$ cat config.mk
export PLATFORM = sky130hd
export DESIGN_NAME = indexed_move_execution
export DESIGN_NICKNAME = d
export VERILOG_FILES = /design/src/rtl/idx_move_pkg.sv /design/src/rtl/indexed_move_execution.sv /design/src/rtl/q_phase_gen.sv
export SDC_FILE = /design/constraint.sdc
export NUM_CORES = 1
export LEC_CHECK = 0
export BUFFER_PORTS_ARGS = -buffer_cell sky130_fd_sc_hd__buf_2
export CAP_MARGIN = 30
export CORE_UTILIZATION = 40
export DETAILED_ROUTE_END_ITERATION = 6
export GPL_TIMING_DRIVEN = 0
export HOLD_SLACK_MARGIN = 0.03
export SYNTH_ARGS = -nofsm -noshare
export SYNTH_HDL_FRONTEND = slang
export SYNTH_SLANG_ARGS = --single-unit
$ cat constraint.sdc
create_clock -name sys_clk_i -period 3.52 [get_ports sys_clk_i]
set_input_delay 0 -clock sys_clk_i [delete_from_list [all_inputs] [get_ports sys_clk_i]]
set_output_delay 0 -clock sys_clk_i [all_outputs]
set_load 0.05 [all_outputs]
$ cat src/rtl/idx_move_pkg.sv
// How it works
// [RL1] long move: first word 0000 0000 0110 0010, later words open with 1111
// [RL2] long move source is frame pointer plus 7-bit unsigned offset, 14 bits
// [RL3] long move destination is a 14-bit literal from later words, 0 to 16383
// [RL4] source and destination of long move reach the whole 0000h..3FFFh space
// [RL5] software never names pc low byte or top-of-stack bytes as long destination
// [RL6] source on an indirect register yields zero, no indirect access made
// [RL7] long move: three cycles, decode, read source, write without dummy read
// [RL8] indexed-to-indexed: frame pointer plus offsets, first word bit 7 set
// [RL9] short move: 12-bit destination, lower 4096 bytes, first word bit 7 clear
// [RL10] no move touches the frame pointer or flags, only the destination byte
package idx_move_pkg;

	localparam int ADDR_W = 14;
	localparam int DATA_W = 8;
	localparam int WORD_W = 16;
	localparam int OFS_W = 7;

	// core instruction cycle: four system clocks of 50 ns each
	localparam int CLK_PERIOD_NS = 50;
	localparam int INSTR_CYCLE_NS = 200;
	localparam int Q_PHASES = INSTR_CYCLE_NS / CLK_PERIOD_NS;
	localparam logic [1:0] PH_Q1 = 2'h0;
	localparam logic [1:0] PH_Q2 = 2'h1;
	localparam logic [1:0] PH_Q4 = 2'h3;
	localparam logic [1:0] PH_LAST = 2'(Q_PHASES - 1);

	// opcodes
	localparam logic [15:0] OP_LONG_FIRST = 16'h0062;
	localparam logic [7:0] OP_SHORT_HI = 8'heb;
	localparam logic [3:0] OP_EXT_NIB = 4'hf;
	localparam int SS_SEL_BIT = 7;

	// long move second word layout: offset then destination top bits
	localparam int LONG_OFS_LSB = 2;
	localparam int LONG_FDHI_W = 2;
	localparam int FD_LO_W = 12;

	// indirect register window in the data space
	localparam logic [13:0] INDIRECT_BASE = 14'h3ee0;
	localparam logic [13:0] INDIRECT_MASK = 14'h3fe0;

	localparam logic [13:0] ADDR_RST = 14'h0000;
	localparam logic [7:0] DATA_RST = 8'h00;

	typedef enum logic [2:0] {
		ST_IDLE = 3'b000,
		ST_LONG2 = 3'b001,
		ST_LONG3 = 3'b010,
		ST_SHORT2 = 3'b011,
		ST_SS2 = 3'b100
	} move_state_type;

	typedef struct packed {
		logic [ADDR_W-1:0] addr;
		logic rd;
		logic wr;
		logic [DATA_W-1:0] wdata;
	} mem_req_type;

endpackage

$ cat src/rtl/indexed_move_execution.sv
`timescale 1ns/1ps
module indexed_move_execution
	import idx_move_pkg::*;
(
	input wire logic sys_clk_i,
	input wire logic arst_n_i,
	input wire logic instr_valid_i,
	input wire logic [WORD_W-1:0] instr_word_i,
	input wire logic [ADDR_W-1:0] frame_ptr_i,
	input wire logic [DATA_W-1:0] mem_rdata_i,
	output mem_req_type mem_req_o,
	output logic busy_o,
	output logic illegal_o,
	output logic word_taken_o
);
	// true when an address hits the indirect register window
	function automatic logic is_indirect(input logic [ADDR_W-1:0] a);
		return (a & INDIRECT_MASK) == INDIRECT_BASE;
	endfunction

	// frame pointer plus unsigned offset, wraps in the 14-bit space
	function automatic logic [ADDR_W-1:0] frame_add(input logic [ADDR_W-1:0] fp,
		input logic [OFS_W-1:0] ofs);
		return ADDR_W'(fp + {{(ADDR_W-OFS_W){1'b0}}, ofs});
	endfunction

	// quarter phase of the instruction cycle, restarts at Q1 on reset
	logic [1:0] phase;

	q_phase_gen u_phase (
		.sys_clk_i(sys_clk_i),
		.arst_n_i(arst_n_i),
		.phase_o(phase)
	);

	// decode state and the access plan of the current instruction
	move_state_type state_reg, state_next;
	logic [ADDR_W-1:0] src_reg, src_next;
	logic [ADDR_W-1:0] dst_reg, dst_next;
	logic [1:0] fd_hi_reg, fd_hi_next;
	logic rd_q2_reg, rd_q2_next;
	logic rd_q4_reg, rd_q4_next;
	logic wr_q4_reg, wr_q4_next;
	logic busy_reg, busy_next;

	// read capture and the byte in flight
	logic cap_reg, cap_next;
	logic zero_src_reg, zero_src_next;
	logic [DATA_W-1:0] data_reg, data_next;

	// registered bus request and status pulses
	mem_req_type req_reg, req_next;
	logic illegal_reg, illegal_next;
	logic taken_reg, taken_next;

	// a word is taken only in Q1; valid in the other quarters is ignored
	logic take;
	logic ext_ok;
	assign take = instr_valid_i && (phase == PH_Q1);
	// extension words all open with the same nibble
	assign ext_ok = instr_word_i[WORD_W-1 -: 4] == OP_EXT_NIB; // RL1

	// decode: one word taken at the start of each instruction cycle
	always_comb begin
		state_next = state_reg;
		src_next = src_reg;
		dst_next = dst_reg;
		fd_hi_next = fd_hi_reg;
		rd_q2_next = rd_q2_reg;
		rd_q4_next = rd_q4_reg;
		wr_q4_next = wr_q4_reg;
		illegal_next = 1'b0;
		taken_next = take;
		// each planned access fires once, so a gap between words never repeats it
		if (phase == PH_Q2) begin
			rd_q2_next = 1'b0;
		end
		if (phase == PH_Q4) begin
			rd_q4_next = 1'b0;
			wr_q4_next = 1'b0; // RL7
		end
		if (take) begin
			rd_q2_next = 1'b0;
			rd_q4_next = 1'b0;
			wr_q4_next = 1'b0;
			// an instruction ends here unless its branch keeps it going
			state_next = ST_IDLE;
			case (state_reg)
				ST_IDLE: begin
					// other single-word codes belong to the rest of the core
					if (instr_word_i == OP_LONG_FIRST) begin
						state_next = ST_LONG2; // RL1 RL7 decode only
					end else if (instr_word_i[15:8] == OP_SHORT_HI) begin
						// source read in the fourth quarter of this cycle
						src_next = frame_add(frame_ptr_i, instr_word_i[OFS_W-1:0]); // RL8
						rd_q4_next = 1'b1;
						state_next = instr_word_i[SS_SEL_BIT] ? ST_SS2 : ST_SHORT2; // RL8 RL9
					end
				end
				ST_LONG2: begin
					if (ext_ok) begin
						// offset and top destination bits share this word
						src_next = frame_add(frame_ptr_i,
							instr_word_i[LONG_OFS_LSB +: OFS_W]); // RL2 RL4
						fd_hi_next = instr_word_i[LONG_FDHI_W-1:0];
						rd_q2_next = 1'b1; // RL7
						state_next = ST_LONG3;
					end else begin
						illegal_next = 1'b1;
					end
				end
				ST_LONG3: begin
					// last word: the read is done, the write waits for Q4
					if (ext_ok) begin
						dst_next = {fd_hi_reg, instr_word_i[FD_LO_W-1:0]}; // RL3 RL4
						wr_q4_next = 1'b1; // RL7 no dummy read
					end else begin
						illegal_next = 1'b1;
					end
				end
				ST_SHORT2: begin
					// 12 bits only, the top of the data space is out of reach
					if (ext_ok) begin
						dst_next = {2'b00, instr_word_i[FD_LO_W-1:0]}; // RL9
						wr_q4_next = 1'b1;
					end else begin
						illegal_next = 1'b1;
					end
				end
				ST_SS2: begin
					if (ext_ok) begin
						dst_next = frame_add(frame_ptr_i, instr_word_i[OFS_W-1:0]); // RL8
						// indirect destination turns the move into a no-op
						wr_q4_next = !is_indirect(dst_next);
					end else begin
						illegal_next = 1'b1;
					end
				end
				default: begin
					state_next = ST_IDLE;
				end
			endcase
		end
		// busy comes from a flop, the pin sees no decode after it
		busy_next = (state_next != ST_IDLE);
	end

	// decode registers
	always_ff @(posedge sys_clk_i or negedge arst_n_i) begin
		if (!arst_n_i) begin
			state_reg <= ST_IDLE;
			src_reg <= ADDR_RST;
			dst_reg <= ADDR_RST;
			fd_hi_reg <= 2'h0;
			rd_q2_reg <= 1'b0;
			rd_q4_reg <= 1'b0;
			wr_q4_reg <= 1'b0;
			illegal_reg <= 1'b0;
			taken_reg <= 1'b0;
			busy_reg <= 1'b0;
		end else begin
			state_reg <= state_next;
			src_reg <= src_next;
			dst_reg <= dst_next;
			fd_hi_reg <= fd_hi_next;
			rd_q2_reg <= rd_q2_next;
			rd_q4_reg <= rd_q4_next;
			wr_q4_reg <= wr_q4_next;
			illegal_reg <= illegal_next;
			taken_reg <= taken_next;
			busy_reg <= busy_next;
		end
	end

	// data bus: read in its quarter, capture one clock later, write in Q4
	always_comb begin
		logic rd_now;
		// a planned read whose quarter has come
		rd_now = (rd_q2_reg && phase == PH_Q2) || (rd_q4_reg && phase == PH_Q4);
		req_next = '0;
		req_next.addr = req_reg.addr;
		cap_next = 1'b0;
		zero_src_next = zero_src_reg;
		data_next = data_reg;
		// read data stands only in the clock after rd, so take it there
		if (cap_reg) begin
			data_next = zero_src_reg ? DATA_RST : mem_rdata_i; // RL6
		end
		if (rd_now) begin
			req_next.addr = src_reg;
			// an indirect source is never touched on the bus
			req_next.rd = !is_indirect(src_reg); // RL6
			zero_src_next = is_indirect(src_reg); // RL6
			cap_next = 1'b1;
		end else if (wr_q4_reg && phase == PH_Q4) begin
			// reads win the bus; the plans never put both in one clock
			req_next.addr = dst_reg;
			req_next.wr = 1'b1; // RL10 only the destination byte changes
			req_next.wdata = data_reg;
		end
	end

	// bus registers
	always_ff @(posedge sys_clk_i or negedge arst_n_i) begin
		if (!arst_n_i) begin
			req_reg <= '0;
			cap_reg <= 1'b0;
			zero_src_reg <= 1'b0;
			data_reg <= DATA_RST;
		end else begin
			req_reg <= req_next;
			cap_reg <= cap_next;
			zero_src_reg <= zero_src_next;
			data_reg <= data_next;
		end
	end

	// outputs: all straight from flops
	assign mem_req_o = req_reg;
	assign busy_o = busy_reg;
	assign illegal_o = illegal_reg;
	assign word_taken_o = taken_reg;
endmodule // indexed_move_execution

$ cat src/rtl/q_phase_gen.sv
`timescale 1ns/1ps
module q_phase_gen
	import idx_move_pkg::*;
(
	input wire logic sys_clk_i,
	input wire logic arst_n_i,
	output logic [1:0] phase_o
);
	logic [1:0] phase_reg;
	logic [1:0] phase_next;

	// free running phase count, wraps after the last quarter
	always_comb begin
		phase_next = (phase_reg == PH_LAST) ? PH_Q1 : phase_reg + 2'h1;
	end

	always_ff @(posedge sys_clk_i or negedge arst_n_i) begin
		if (!arst_n_i) begin
			phase_reg <= PH_Q1;
		end else begin
			phase_reg <= phase_next;
		end
	end

	assign phase_o = phase_reg;
endmodule // q_phase_gen

==> out/results.txt <==
Final Cycle Share: 71.4%
Tmin final: 2.51 ns
Initial Utilization: 42.0%
fmax: 398 MHz
Worst-Margin Slew: 0.613 ns
arrival time worst endpoint: 2.75 ns
number of global-route vias before repair: 3572
initial DRC count: 218
WL/cell: 16.1 µm
CTS tree: yes
synth cell count leaders: 75 x dfrtp_1, 49 x nand2_1, 41 x o21ai_0, 26 x nor2_1, 22 x a21oi_1
Finished Core Util: 51.0%
synthesized flop and latch total: 75
CP max FO: 4
most common cell in the netlist: dfrtp_1
Synthesized Nets: 493
crit-path most repeated cell: a21oi_1
Final Setup Violations: 0
WP buf/inv: 3
clock skew: 0.0144 ns
Largest register FFs: 24
worst vdd ir: 137 µV
# placed instances: 633
Clock Latency Late Sink: 0.36 ns
leakage: 0.00255 µW
Synth Flop Type: dfrtp_1
core area: 9950 µm²
post-synth top area cell: dfrtp_1
Avg Vias per Cell: 5.20
Post-DP HPWL: 8.26 mm
syn_area_per_cell: 9.66 µm²
run status: complete, no violations
number of synthesized flops with an enable pin: 0
Synth top area share: 44.9%
Rows: 36
n_diodes: 0
Max Root-Sink Buffers: 2
Async SR Flop Fraction: 100%
CP cell instances: dlygate4sd3_1, buf_2, ha_1, inv_1, fa_1, nand2b_1, a21o_1, a221oi_1, a21oi_1, a311oi_1, a21oi_1
initial antenna violation count: 0
Routed WL: 10.8 mm
crit path max-delay cell type: a221oi_1
synth unique cells: 58
first-pass GRT wire length: 18.3 mm
layout cells sized above 1: 20.0%
H-tree level count: 3
area grow syn2layout: 21.4%
Worst-path clk slew: 0.09 ns
Worst path max stage delay: 0.54 ns
Final Max Tran Viols: 0
type of the worst min-delay path: in -> reg
Critical Path RT: 3.76 ns
# port buffers: 66
CP Launch Type: input port
Slew headroom: 58.5%
Clock Sinks: 75
die area: 10900 µm²
Root Buffer: clkbuf_8
synthesized cell area: 4180 µm²
fin cells: 669
top post-synthesis cells by area: dfrtp_1 45%, ha_1 5.1%, o21ai_0 4.9%
GRT Total Usage: 21.6%
power density over the cells: 336 nW/µm²
Antenna Nets Post-Route: 0
DR vias: 3476
die height: 104 µm
CTS buffer count: 9
final hold vios: 0
first-pass detailed-route iteration total: 5
DIE WIDTH: 104 µm
Cells after Synth: 433
Remaining Overflow, GRT: 0
largest net degree at the start of global routing: 68
Worst Setup Path Type: in -> reg
Nets: 591
setup tns final: 0 ns
crit end category: flip-flop
max_cap viols: 0
register area share after synthesis: 44.9%
final RePlAce weighted congestion: 0.834
RSZ-0062 raised after global routing: no
I/O Pins: 68
delay-heaviest family, CP: compound AO/OA/AOI/OAI gates
number of warnings issued by yosys: 0
drc violations: 0
-- worst reg2reg max path, stage by stage (launching register included) --
cell and delay (ns):
dfrtp_1 0.42, inv_1 0.08, ha_1 0.15, nand2_1 0.17
inv_1 0.23, and2_1 0.21, nand3_1 0.19, clkbuf_1 0.28
a311oi_1 0.28, a21oi_1 0.06
-- logic make-up after synthesis --
kind of cell,count (synthesis),synth area share (%)
AND/OR/NAND/NOR,138,17.3
AO/OA/AOI/OAI,122,18.4
flip-flops,75,44.9
buffers and inverters,36,3.59
multiplexers,22,5.39
XOR/XNOR,21,4.40
adder cells (fa/ha/maj),19,6.04
-- report_power, final --
part           internal [µW]  switching, µW
sequential               866           3.11
combinational            106            148
clock                    256            328
total                   1230            479
-- what timing repair did --
action                                 CTS  global route
resized for setup                        0             0
buffers inserted                         0             0
endpoints found under the hold margin   96             0
hold buffers                            20             0
-- per-layer routing --
| layer | global-route usage [%] | wire length, µm | vias to the layer above |
|---|---|---|---|
| met2 | 34.9 | 4960 | 79 |
| met4 | 7.65 | 184 | 0 |
| met1 | 29.3 | 5280 | 1644 |
| li1 | - | - | 1740 |
| met3 | 3.45 | 360 | 13 |
| met5 | 0 | 0 | - |
-- worst paths after layout --
path                       cells past startpoint          startpoint                  to  slack (ns)
max                                           11     instr_word_i[0]          src_reg[6]        1.01
min                                            3     instr_word_i[2]          dst_reg[2]        0.05
max reg2reg                                    9  u_phase.phase_o[0]          src_reg[6]        1.35
min reg2reg                                    2          src_reg[3]          src_reg[3]        0.48
max in group asynchronous                      3            arst_n_i  u_phase.phase_o[1]        2.58
min in group asynchronous                      3            arst_n_i  u_phase.phase_o[0]        0.20
-- through the flow --
| stage | power (µW) | instance area [µm²] | hold slack, ns | worst slack, ns |
|---|---|---|---|---|
| global route | 1790 | 5080 | 0.0736 | 0.814 |
| finish | 1710 | 5080 | 0.0504 | 1.01 |
| CTS | 1720 | 5080 | 0.0331 | 1.02 |
| global placement | 1110 | 4680 | 0.237 | 1.20 |
| floorplan | 1030 | 4180 | -0.296 | 1.66 |
| detailed placement | 1120 | 4710 | -0.153 | 1.18 |
-- cell type report --
type / instances / area (µm²)
Inverter: 20 / 75.1
Clock inverter: 6 / 40.0
Fill cell: 966 / 4880
Multi-Input combinational cell: 322 / 2150
Clock buffer: 10 / 128
Tap cell: 133 / 166
Sequential cell: 75 / 1880
Timing Repair Buffer: 87 / 561
Buffer: 16 / 75.1
-- placed cells by master, fill, tap and decap left out, types with 8 or more instances in the layout --
| cell | Yosys | final |
|---|---|---|
| a21o_1 | 8 | 8 |
| a21oi_1 | 22 | 22 |
| buf_2 | 6 | 71 |
| clkbuf_1 | 8 | 9 |
| clkbuf_8 | 0 | 9 |
| dfrtp_1 | 75 | 75 |
| dlygate4sd3_1 | 0 | 20 |
| ha_1 | 17 | 17 |
| inv_1 | 20 | 20 |
| mux2i_1 | 18 | 18 |
| nand2_1 | 49 | 49 |
| nand3b_1 | 12 | 12 |
| nor2_1 | 26 | 26 |
| nor3_1 | 12 | 12 |
| o21ai_0 | 41 | 41 |
| o21ai_1 | 12 | 12 |
| xnor2_1 | 8 | 8 |
| xor2_1 | 13 | 13 |
(Power assumes the default switching activity.)
